[config.mk]
export PLATFORM = sky130hd
export DESIGN_NAME = osc_source_select_cfg
export DESIGN_NICKNAME = d
export VERILOG_FILES = /design/src/rtl/osc_pkg.sv /design/src/rtl/osc_pll_xlate.sv /design/src/rtl/osc_source_select_cfg.sv /design/src/rtl/osc_verify_timer.sv
export VERILOG_INCLUDE_DIRS = /design/src /design/src/rtl
export SDC_FILE = /design/constraint.sdc
export NUM_CORES = 1
export LEC_CHECK = 0
export BUFFER_PORTS_ARGS = -buffer_cell sky130_fd_sc_hd__buf_4
export CORE_ASPECT_RATIO = 1.4
export CORE_MARGIN = 10
export CORE_UTILIZATION = 40
export CTS_CLUSTER_SIZE = 12
export DETAILED_ROUTE_END_ITERATION = 10
export PLACE_DENSITY = 0.76
export SLEW_MARGIN = 20
export SYNTH_ARGS = -nofsm -noshare
export SYNTH_HDL_FRONTEND = slang
export SYNTH_SLANG_ARGS = --single-unit
[constraint.sdc]
create_clock -name aclk -period 1.4 [get_ports aclk]
set_input_delay 0.21 -clock aclk [delete_from_list [all_inputs] [get_ports aclk]]
set_output_delay 0.21 -clock aclk [all_outputs]
set_load 0.02 [all_outputs]
[src/rtl/osc_defines.svh]
// constants of the oscillator source select and configuration block
// assumes a 20 MHz aclk and a byte-addressed AXI4-Lite register window
`ifndef OSC_DEFINES_SVH
`define OSC_DEFINES_SVH

// bus geometry
`define OSC_ADDR_W            8
`define OSC_RESP_OKAY         2'h0
`define OSC_RESP_SLVERR       2'h2

// register byte offsets
`define OSC_OFF_CFG           8'h00
`define OSC_OFF_XLATE         8'h04
`define OSC_OFF_STATUS        8'h08
`define OSC_OFF_MASK          8'h0C

// configuration field positions
`define OSC_BYPASS_BIT        11
`define OSC_CC_MSB            9
`define OSC_CC_LSB            6
`define OSC_SRC_MSB           5
`define OSC_SRC_LSB           4
`define OSC_IVER_BIT          3
`define OSC_MVER_BIT          2
`define OSC_IOFF_BIT          1
`define OSC_MOFF_BIT          0

// configuration reset values
`define OSC_CC_RST            4'hB
`define OSC_SRC_RST           2'h0
`define OSC_BYPASS_RST        1'b1
`define OSC_BIT_RST           1'b0

// lowest crystal code usable with the pll
`define OSC_CC_PLL_MIN        4'h4

// status and mask bits
`define OSC_STAT_W            2
`define OSC_STAT_MAIN_BIT     0
`define OSC_STAT_INT_BIT      1
`define OSC_STAT_RST          2'h0
`define OSC_MASK_RST          2'h0

// translation field positions
`define OSC_XL_OD_MSB         15
`define OSC_XL_OD_LSB         14
`define OSC_XL_F_MSB          13
`define OSC_XL_F_LSB          5
`define OSC_XL_R_MSB          4
`define OSC_XL_R_LSB          0

// timing
`define OSC_CLK_PERIOD_NS     50
`define OSC_VERIFY_TIMEOUT_NS 1000
`define OSC_VERIFY_TIMEOUT_CYC \
  ((`OSC_VERIFY_TIMEOUT_NS + `OSC_CLK_PERIOD_NS - 1) / `OSC_CLK_PERIOD_NS)

`endif

[src/rtl/osc_pkg.sv]
// types of the oscillator source select and configuration block
// assumes osc_defines.svh supplies the field positions
package osc_pkg;

  typedef enum logic [1:0] {
    OSC_SRC_MAIN     = 2'h0,
    OSC_SRC_INT      = 2'h1,
    OSC_SRC_INT_DIV4 = 2'h2,
    OSC_SRC_RSVD     = 2'h3
  } osc_src_t;

  typedef struct packed {
    logic [1:0] od;
    logic [8:0] f;
    logic [4:0] r;
  } osc_xlate_t;

endpackage : osc_pkg

[src/rtl/osc_pll_xlate.sv]
// crystal code to pll translation values, refreshed on every code change
// assumes the code input comes straight from the configuration register
`include "osc_defines.svh"
module osc_pll_xlate #(
  parameter logic [8:0] F_BASE = 9'h000,
  parameter logic [4:0] R_BASE = 5'h00,
  parameter logic [1:0] OD_VAL = 2'h0
) (
  // clock and reset
  input  wire logic                aclk,
  input  wire logic                aresetn,
  // crystal code
  input  wire logic [3:0]          crystal_code,
  // translation outputs
  output osc_pkg::osc_xlate_t      pll_translation_values,
  output logic                     crystal_code_pll_ok
);

  function automatic osc_pkg::osc_xlate_t xlate(input logic [3:0] code);
    osc_pkg::osc_xlate_t v;
    v.od = OD_VAL;
    v.f  = F_BASE + {5'h00, code};
    v.r  = R_BASE;
    return v;
  endfunction : xlate

  logic [3:0]          last_code;
  logic [3:0]          next_last_code;
  osc_pkg::osc_xlate_t next_values;
  logic                next_ok;

  always_comb begin
    next_last_code = last_code;
    next_values    = pll_translation_values;
    next_ok        = crystal_code_pll_ok;
    if (crystal_code != last_code) begin
      next_last_code = crystal_code;
      next_values    = xlate(crystal_code);
      next_ok        = crystal_code >= `OSC_CC_PLL_MIN;
    end
  end

  always_ff @(posedge aclk) begin
    if (!aresetn) begin
      last_code              <= `OSC_CC_RST;
      pll_translation_values <= xlate(`OSC_CC_RST);
      crystal_code_pll_ok    <= 1'b1;
    end else begin
      last_code              <= next_last_code;
      pll_translation_values <= next_values;
      crystal_code_pll_ok    <= next_ok;
    end
  end

  a_xlate_update: assert property (@(posedge aclk)
    disable iff (!aresetn) crystal_code != last_code |=>
      pll_translation_values == xlate($past(crystal_code)))
    else $error("translation not refreshed after code change");
  a_low_code_flag: assert property (@(posedge aclk)
    disable iff (!aresetn)
    crystal_code < `OSC_CC_PLL_MIN |=> !crystal_code_pll_ok)
    else $error("low crystal code not flagged unusable for pll");

endmodule : osc_pll_xlate

[src/rtl/osc_source_select_cfg.sv]
// oscillator source select and configuration with an axi4-lite slave,
// verification interrupts and crystal-code translation
// assumes oscillator ticks are synchronous one-cycle pulses from the
// analog oscillator detectors and a single aclk domain
// How it works
// - four-bit crystal code in bits 9:6, read/write, feeds pll translation
// - codes 0x0 to 0x3 flagged unusable while the pll clocks the system
// - crystal code resets to 0xB, the 6 MHz crystal
// - two-bit source select in bits 5:4, reset main, 0x3 reserved
// - bit 3 enables internal oscillator verification and its interrupt
// - bit 2 enables main oscillator verification and its interrupt
// - bit 1 switches the internal oscillator off when set
// - bit 0 disables the main oscillator when set, reset enabled
// - translation values refresh whenever the crystal code changes
// - bypass set takes system clock straight from the selected oscillator
//
// Decided for this implementation: the AXI4-Lite register port and the register offsets.
`include "osc_defines.svh"
module osc_source_select_cfg #(
  parameter int VERIFY_TIMEOUT_CYC = `OSC_VERIFY_TIMEOUT_CYC
) (
  // clock and reset
  input  wire logic                      aclk,
  input  wire logic                      aresetn,
  // axi4-lite write address
  input  wire logic [`OSC_ADDR_W-1:0]    awaddr,
  input  wire logic                      awvalid,
  output logic                           awready,
  // axi4-lite write data
  input  wire logic [31:0]               wdata,
  input  wire logic [3:0]                wstrb,
  input  wire logic                      wvalid,
  output logic                           wready,
  // axi4-lite write response
  output logic [1:0]                     bresp,
  output logic                           bvalid,
  input  wire logic                      bready,
  // axi4-lite read address
  input  wire logic [`OSC_ADDR_W-1:0]    araddr,
  input  wire logic                      arvalid,
  output logic                           arready,
  // axi4-lite read data
  output logic [31:0]                    rdata,
  output logic [1:0]                     rresp,
  output logic                           rvalid,
  input  wire logic                      rready,
  // oscillator activity
  input  wire logic                      main_osc_tick,
  input  wire logic                      internal_osc_tick,
  // oscillator controls
  output logic [3:0]                     crystal_code,
  output osc_pkg::osc_src_t              osc_input_select,
  output logic                           internal_osc_verify_en,
  output logic                           main_osc_verify_en,
  output logic                           internal_osc_off,
  output logic                           main_osc_off,
  output logic                           pll_bypass,
  output logic                           sysclk_direct_osc,
  // pll translation
  output osc_pkg::osc_xlate_t            pll_translation_values,
  output logic                           crystal_code_pll_ok,
  // interrupt
  output logic                           irq
);

  // write channel state
  logic                      aw_have, next_aw_have, w_have, next_w_have;
  logic [`OSC_ADDR_W-1:0]    aw_addr, next_aw_addr;
  logic [31:0]               w_data, next_w_data;
  logic [3:0]                w_strb, next_w_strb;
  logic                      next_bvalid;
  logic [1:0]                next_bresp;
  // read channel state
  logic                      next_rvalid;
  logic [31:0]               next_rdata;
  logic [1:0]                next_rresp;
  // configuration state
  logic [3:0]                next_crystal_code;
  osc_pkg::osc_src_t         next_osc_input_select;
  logic                      next_internal_osc_verify_en, next_pll_bypass;
  logic                      next_main_osc_verify_en, next_main_osc_off;
  logic                      next_internal_osc_off;
  // interrupt state
  logic [`OSC_STAT_W-1:0]    status, next_status, mask, next_mask, events;
  // decode and events
  logic                      do_write, wr_cfg, wr_mask, rd_take, rd_stat;
  logic [31:0]               byte_mask, cfg_word, cfg_merged, mask_merged;
  logic                      main_fail, int_fail;
  function automatic logic [`OSC_ADDR_W-1:0] word_addr(
    input logic [`OSC_ADDR_W-1:0] a);
    return {a[`OSC_ADDR_W-1:2], 2'h0};
  endfunction : word_addr
  function automatic logic mapped(input logic [`OSC_ADDR_W-1:0] a);
    logic [`OSC_ADDR_W-1:0] w;
    w = word_addr(a);
    return (w == `OSC_OFF_CFG) || (w == `OSC_OFF_XLATE) ||
           (w == `OSC_OFF_STATUS) || (w == `OSC_OFF_MASK);
  endfunction : mapped
  // verification timers
  osc_verify_timer #(
    .TIMEOUT_CYC (VERIFY_TIMEOUT_CYC)
  ) u_main_verify (
    .aclk    (aclk),
    .aresetn (aresetn),
    .enable  (main_osc_verify_en),
    .tick    (main_osc_tick),
    .fault   (main_fail)
  );
  osc_verify_timer #(
    .TIMEOUT_CYC (VERIFY_TIMEOUT_CYC)
  ) u_int_verify (
    .aclk    (aclk),
    .aresetn (aresetn),
    .enable  (internal_osc_verify_en),
    .tick    (internal_osc_tick),
    .fault   (int_fail)
  );
  // crystal code translation
  osc_pll_xlate u_xlate (
    .aclk                   (aclk),
    .aresetn                (aresetn),
    .crystal_code           (crystal_code),
    .pll_translation_values (pll_translation_values),
    .crystal_code_pll_ok    (crystal_code_pll_ok)
  );
  // configuration word as read back
  always_comb begin
    cfg_word = 32'h0000_0000;
    cfg_word[`OSC_BYPASS_BIT]           = pll_bypass;
    cfg_word[`OSC_CC_MSB:`OSC_CC_LSB]   = crystal_code;
    cfg_word[`OSC_SRC_MSB:`OSC_SRC_LSB] = osc_input_select;
    cfg_word[`OSC_IVER_BIT]             = internal_osc_verify_en;
    cfg_word[`OSC_MVER_BIT]             = main_osc_verify_en;
    cfg_word[`OSC_IOFF_BIT]             = internal_osc_off;
    cfg_word[`OSC_MOFF_BIT]             = main_osc_off;
  end
  assign byte_mask   = {{8{w_strb[3]}}, {8{w_strb[2]}},
                        {8{w_strb[1]}}, {8{w_strb[0]}}};
  assign cfg_merged  = (cfg_word & ~byte_mask) | (w_data & byte_mask);
  assign mask_merged = ({30'h0, mask} & ~byte_mask) | (w_data & byte_mask);
  assign do_write    = aw_have && w_have && !bvalid;
  assign wr_cfg      = do_write && word_addr(aw_addr) == `OSC_OFF_CFG;
  assign wr_mask     = do_write && word_addr(aw_addr) == `OSC_OFF_MASK;
  assign awready     = !aw_have;
  assign wready      = !w_have;
  assign arready     = !rvalid;
  assign rd_take     = arvalid && arready;
  assign rd_stat     = rd_take && word_addr(araddr) == `OSC_OFF_STATUS;

  // write channel: address and data taken in either order
  always_comb begin
    next_aw_have = aw_have;
    next_aw_addr = aw_addr;
    next_w_have  = w_have;
    next_w_data  = w_data;
    next_w_strb  = w_strb;
    next_bvalid  = bvalid;
    next_bresp   = bresp;
    if (awvalid && awready) begin
      next_aw_have = 1'b1;
      next_aw_addr = awaddr;
    end
    if (wvalid && wready) begin
      next_w_have = 1'b1;
      next_w_data = wdata;
      next_w_strb = wstrb;
    end
    if (do_write) begin
      next_aw_have = 1'b0;
      next_w_have  = 1'b0;
      next_bvalid  = 1'b1;
      next_bresp   = mapped(aw_addr) ? `OSC_RESP_OKAY : `OSC_RESP_SLVERR;
    end
    if (bvalid && bready) begin
      next_bvalid = 1'b0;
    end
  end

  // read channel
  always_comb begin
    next_rvalid = rvalid;
    next_rdata  = rdata;
    next_rresp  = rresp;
    if (rd_take) begin
      next_rvalid = 1'b1;
      next_rresp  = mapped(araddr) ? `OSC_RESP_OKAY : `OSC_RESP_SLVERR;
      case (word_addr(araddr))
        `OSC_OFF_CFG:    next_rdata = cfg_word;
        `OSC_OFF_XLATE:  next_rdata = {16'h0000, pll_translation_values};
        `OSC_OFF_STATUS: next_rdata = {30'h0, status};
        `OSC_OFF_MASK:   next_rdata = {30'h0, mask};
        default:         next_rdata = 32'h0000_0000;
      endcase
    end else if (rvalid && rready) begin
      next_rvalid = 1'b0;
    end
  end

  always_ff @(posedge aclk) begin
    if (!aresetn) begin
      aw_have <= 1'b0;
      aw_addr <= '0;
      w_have  <= 1'b0;
      w_data  <= 32'h0000_0000;
      w_strb  <= 4'h0;
      bvalid  <= 1'b0;
      bresp   <= `OSC_RESP_OKAY;
      rvalid  <= 1'b0;
      rdata   <= 32'h0000_0000;
      rresp   <= `OSC_RESP_OKAY;
    end else begin
      aw_have <= next_aw_have;
      aw_addr <= next_aw_addr;
      w_have  <= next_w_have;
      w_data  <= next_w_data;
      w_strb  <= next_w_strb;
      bvalid  <= next_bvalid;
      bresp   <= next_bresp;
      rvalid  <= next_rvalid;
      rdata   <= next_rdata;
      rresp   <= next_rresp;
    end
  end

  // configuration fields
  always_comb begin
    next_crystal_code           = crystal_code;
    next_osc_input_select       = osc_input_select;
    next_internal_osc_verify_en = internal_osc_verify_en;
    next_main_osc_verify_en     = main_osc_verify_en;
    next_internal_osc_off       = internal_osc_off;
    next_main_osc_off           = main_osc_off;
    next_pll_bypass             = pll_bypass;
    if (wr_cfg) begin
      next_crystal_code     = cfg_merged[`OSC_CC_MSB:`OSC_CC_LSB];
      next_osc_input_select = osc_pkg::osc_src_t'(
        cfg_merged[`OSC_SRC_MSB:`OSC_SRC_LSB]);
      next_internal_osc_verify_en = cfg_merged[`OSC_IVER_BIT];
      next_main_osc_verify_en     = cfg_merged[`OSC_MVER_BIT];
      next_internal_osc_off       = cfg_merged[`OSC_IOFF_BIT];
      next_main_osc_off           = cfg_merged[`OSC_MOFF_BIT];
      next_pll_bypass             = cfg_merged[`OSC_BYPASS_BIT];
    end
  end

  always_ff @(posedge aclk) begin
    if (!aresetn) begin
      crystal_code           <= `OSC_CC_RST;
      osc_input_select       <= osc_pkg::OSC_SRC_MAIN;
      internal_osc_verify_en <= `OSC_BIT_RST;
      main_osc_verify_en     <= `OSC_BIT_RST;
      internal_osc_off       <= `OSC_BIT_RST;
      main_osc_off           <= `OSC_BIT_RST;
      pll_bypass             <= `OSC_BYPASS_RST;
    end else begin
      crystal_code           <= next_crystal_code;
      osc_input_select       <= next_osc_input_select;
      internal_osc_verify_en <= next_internal_osc_verify_en;
      main_osc_verify_en     <= next_main_osc_verify_en;
      internal_osc_off       <= next_internal_osc_off;
      main_osc_off           <= next_main_osc_off;
      pll_bypass             <= next_pll_bypass;
    end
  end

  // system clock path follows the bypass bit
  assign sysclk_direct_osc = pll_bypass;

  // sticky status, cleared by a read, new events win over the clear
  always_comb begin
    events = '0;
    events[`OSC_STAT_MAIN_BIT] = main_fail;
    events[`OSC_STAT_INT_BIT]  = int_fail;
    next_status = (rd_stat ? '0 : status) | events;
    next_mask   = wr_mask ? mask_merged[`OSC_STAT_W-1:0] : mask;
  end

  always_ff @(posedge aclk) begin
    if (!aresetn) begin
      status <= `OSC_STAT_RST;
      mask   <= `OSC_MASK_RST;
    end else begin
      status <= next_status;
      mask   <= next_mask;
    end
  end

  assign irq = |(status & mask);

  a_reset_code: assert property (@(posedge aclk)
    !aresetn |=> crystal_code == `OSC_CC_RST)
    else $error("crystal code did not reset to its default");
  a_reset_fields: assert property (@(posedge aclk)
    !aresetn |=> osc_input_select == osc_pkg::OSC_SRC_MAIN &&
      !main_osc_off && !internal_osc_off)
    else $error("source or disable bits wrong after reset");
  a_code_write: assert property (@(posedge aclk)
    disable iff (!aresetn) wr_cfg |=>
      crystal_code == $past(cfg_merged[`OSC_CC_MSB:`OSC_CC_LSB]))
    else $error("crystal code not stored on write");
  a_src_write: assert property (@(posedge aclk)
    disable iff (!aresetn) wr_cfg |=>
      osc_input_select == $past(cfg_merged[`OSC_SRC_MSB:`OSC_SRC_LSB]))
    else $error("source select not stored on write");
  a_cfg_hold: assert property (@(posedge aclk)
    disable iff (!aresetn) !wr_cfg |=> $stable(cfg_word))
    else $error("configuration changed without a write");
  a_ioff_bit: assert property (@(posedge aclk)
    disable iff (!aresetn) wr_cfg |=>
      internal_osc_off == $past(cfg_merged[`OSC_IOFF_BIT]))
    else $error("internal oscillator off bit lost");
  a_moff_bit: assert property (@(posedge aclk)
    disable iff (!aresetn) wr_cfg |=>
      main_osc_off == $past(cfg_merged[`OSC_MOFF_BIT]))
    else $error("main oscillator off bit lost");
  a_main_irq: assert property (@(posedge aclk)
    disable iff (!aresetn) main_fail && mask[`OSC_STAT_MAIN_BIT] |=> irq)
    else $error("main oscillator fault raised no interrupt");
  a_int_sticky: assert property (@(posedge aclk)
    disable iff (!aresetn) int_fail |=> status[`OSC_STAT_INT_BIT] [*2] or
      (status[`OSC_STAT_INT_BIT] ##1 $past(rd_stat)))
    else $error("internal oscillator fault not held");
  a_bypass_path: assert property (@(posedge aclk)
    disable iff (!aresetn) wr_cfg |=>
      sysclk_direct_osc == $past(cfg_merged[`OSC_BYPASS_BIT]))
    else $error("system clock path ignores bypass write");

  c_cfg_write: cover property (@(posedge aclk) disable iff (!aresetn)
    wr_cfg ##1 bvalid && bready);
  c_main_fault: cover property (@(posedge aclk) disable iff (!aresetn)
    main_fail ##1 irq);
  c_int_fault: cover property (@(posedge aclk) disable iff (!aresetn)
    int_fail);
  c_stat_clear: cover property (@(posedge aclk) disable iff (!aresetn)
    irq ##1 rd_stat ##1 !irq);

endmodule : osc_source_select_cfg

[src/rtl/osc_verify_timer.sv]
// oscillator verification timer: flags a fault when no oscillator tick
// arrives within the timeout while enabled
// assumes tick is a one-cycle pulse synchronous to aclk
`include "osc_defines.svh"
module osc_verify_timer #(
  parameter int TIMEOUT_CYC = `OSC_VERIFY_TIMEOUT_CYC
) (
  // clock and reset
  input  wire logic aclk,
  input  wire logic aresetn,
  // oscillator side
  input  wire logic enable,
  input  wire logic tick,
  // fault pulse
  output logic      fault
);

  localparam int CW = $clog2(TIMEOUT_CYC + 1);
  localparam logic [CW-1:0] LIMIT = CW'(TIMEOUT_CYC);
  localparam logic [CW-1:0] LAST  = CW'(TIMEOUT_CYC - 1);

  logic [CW-1:0] count;
  logic [CW-1:0] next_count;

  // counting stops at the limit so one outage gives one fault
  always_comb begin
    next_count = count;
    if (!enable || tick) begin
      next_count = '0;
    end else if (count != LIMIT) begin
      next_count = count + CW'(1);
    end
  end

  always_ff @(posedge aclk) begin
    if (!aresetn) begin
      count <= '0;
    end else begin
      count <= next_count;
    end
  end

  assign fault = enable && !tick && (count == LAST);

  a_fault_single: assert property (@(posedge aclk)
    disable iff (!aresetn) fault |=> !fault)
    else $error("fault pulse lasted more than one cycle");
  a_off_silent: assert property (@(posedge aclk)
    disable iff (!aresetn) !enable |=> count == '0)
    else $error("timer counted while disabled");

endmodule : osc_verify_timer

==> run metrics <==
status=finished with violations; violated checks=setup timing; Placed Cells incl. Taps=483; pin count of the biggest net entering global routing=28; CP startpoint=aw_addr[7]; share of cells above drive strength 1=25.0%; Sw Ratio=24.0%; Reg power frac=49.2%; Top-Level Pins=132; first drt pass iteration count=4; synthesis-stage register bit count=66; total area of sequential cells=1320 um2; CTS tree=built; origin of the critical flop-to-flop path=aw_addr[7]; Place WS=-0.0215 ns; Routed wire per std cell=13.7 um; CTS sink cnt=66; Die Wd=93.5 um; Final setup viols=2; Synth async-reset ratio=0%; synth unique cells=41; I/O Buffers=69; Layout Cells excl Fill=501; Clock Path Buffers=2; initial antenna violation count=0; Final Wtd Congestion=0.740; number of diodes=0; DRT antenna net count=0; WL final=6860 um; synth-to-layout area growth=24.2%; TritonCTS Buffers=9; commonest non-fill, non-tap cell in the layout=buf_4; total power=3.99 mW; yosys warns=0; Internal Power=3.03 mW; Post-synth EDFFs=0; Yosys top cell by area=dfxtp_1; area of the multi-input gates=1480 um2; Setup crit end kind=flip-flop; largest cells by area after synthesis=dfxtp_1, buf_4, mux2i_1, nor2b_1, nand2_1; PnR worst setup slack=-0.00223 ns; Synth Flop Type=dfxtp_1; starting density of the core=41.1%; type of the worst setup path=reg -> reg; Psw=0.958 mW; DRC viols=0; Leakage=1.71 nW; HP Start=awvalid; mapped cell area=3020 um2; Max Cap Viol=0; total track usage=11.9%; worst hold margin=0.0852 ns; clock power share=40.1%; fill count=699; PD cells=1060 nW/um2; Site Rows=37; GRT overflow=0; Synth top area share=43.7%; Reg clk slew, reported paths=0.07 ns; Period Utilization, post-route=100%; Clock Latency Late Sink=0.34 ns; Worst Hold Class=in -> reg; Root Buffer=clkbuf_8; DIE HEIGHT=123 um; vias per inst=4.56; post-synthesis cell count=323; CP max FO=3; Layout Skew=0.00646 ns; first-pass GRT wire length=11000 um; register area share after synthesis=43.7%; starting DRC count in detailed routing=90; Crit path required time=1.64 ns; crit start category=flip-flop; Final Hold Fails=0; final worst path period need=1.40 ns; Synth Area per Inst=9.36 um2; # nets final=464; H-tree depth=3; Slew Viols, Final=0; Total Die Area=11500 um2; RSZ-0062 raised after global routing=yes; Max VDD drop=0.560 mV; most frequent cells in the layout=buf_4, dfxtp_1, nand2_1; vias in the first global route=2363; Final HPWL DP=5400 um; placeable core region=7360 um2; WP data arrival=1.64 ns; Combinational Power Share=10.7%; Max Fclk=713 MHz; routed vias=2284
logic make-up after synthesis:
| kind of cell | Yosys count | synth area share (%) |
|---|---|---|
| flops | 66 | 43.7 |
| mux | 27 | 9.02 |
| simple gates | 116 | 20.9 |
| fa+ha+maj | 4 | 1.66 |
| other cells | 1 | 0.124 |
| xor+xnor | 10 | 2.90 |
| buf+inv | 58 | 11.8 |
| compound gates | 41 | 9.93 |
layer usage:
layer | wire [um] | vias to the layer above | GRT usage (%) | share of wire, %
met4 | 152 | 0 | 6.67 | 2.2
met1 | 2710 | 1042 | 12.2 | 40
met2 | 3400 | 70 | 20.8 | 50
li1 | - | 1163 | - | -
met3 | 594 | 9 | 4.03 | 8.7
met5 | 0 | - | 0 | 0
cell usage after synthesis (5+ instances only):
cell type / instances
buf_4: 36
mux2i_1: 25
a22oi_1: 7
nor2b_1: 26
inv_1: 9
nor2_1: 13
nand2b_1: 5
clkbuf_1: 11
o31ai_1: 5
and2_1: 8
dfxtp_1: 66
xor2_1: 6
nand3_1: 7
a21boi_0: 13
nand2_1: 40
final timing paths:
kind                                  end  slack (ns)  cells after the start
worst max-delay path            flip-flop      -0.002                      5
worst min-delay path              aw_have        0.09                      3
worst max register to register  flip-flop      -0.002                      5
worst min register to register  w_data[9]        0.46                      2
worst max-delay path: stages (launching register included):
cell and delay [ns]:
dfxtp_2 0.34, nor4_4 0.37, buf_4 0.18, nand4_1 0.17, mux2i_1 0.20, nor2b_1 0.06
power groups by stage:
stage / Clock [mW] / Combinational (mW) / Sequential (mW)
6_report: 1.60 / 0.427 / 1.96
5_1_grt: 1.71 / 0.470 / 1.97
4_1_cts: 1.63 / 0.421 / 1.96
3_5_place_dp: 0 / 0.414 / 2.00
3_3_place_gp: 0 / 0.409 / 2.00
2_1_floorplan: 0 / 0.326 / 2.01
metrics by stage:
step                cell area (um2)  utilization, %  setup TNS, ns
finish                         3750            51.0       -0.00339
global route                   3750            51.0         -0.743
CTS                            3740            50.8        -0.0453
detailed placement             3540            48.0        -0.0766
global placement               3540            48.0        -0.0223
floorplan                      3150               -              0
area by class of cell:
type | instances | share of cell area (%)
Multi-Input combinational cell | 233 | 39.3
Clock inverter | 2 | 0.933
Inverter | 9 | 0.900
Sequential cell | 66 | 35.3
Tap cell | 97 | 3.23
Clock buffer | 14 | 4.33
Timing Repair Buffer | 80 | 16.0
timing repair:
item | CTS | global route
hold buffers | 0 | 0
endpoints found under the hold margin | 0 | 0
buffers inserted | 1 | 1
setup endpoints to repair | 5 | 14
gates resized for setup | 1 | 2
pin swaps | 1 | 2
Power figures use the tool's default switching activity.
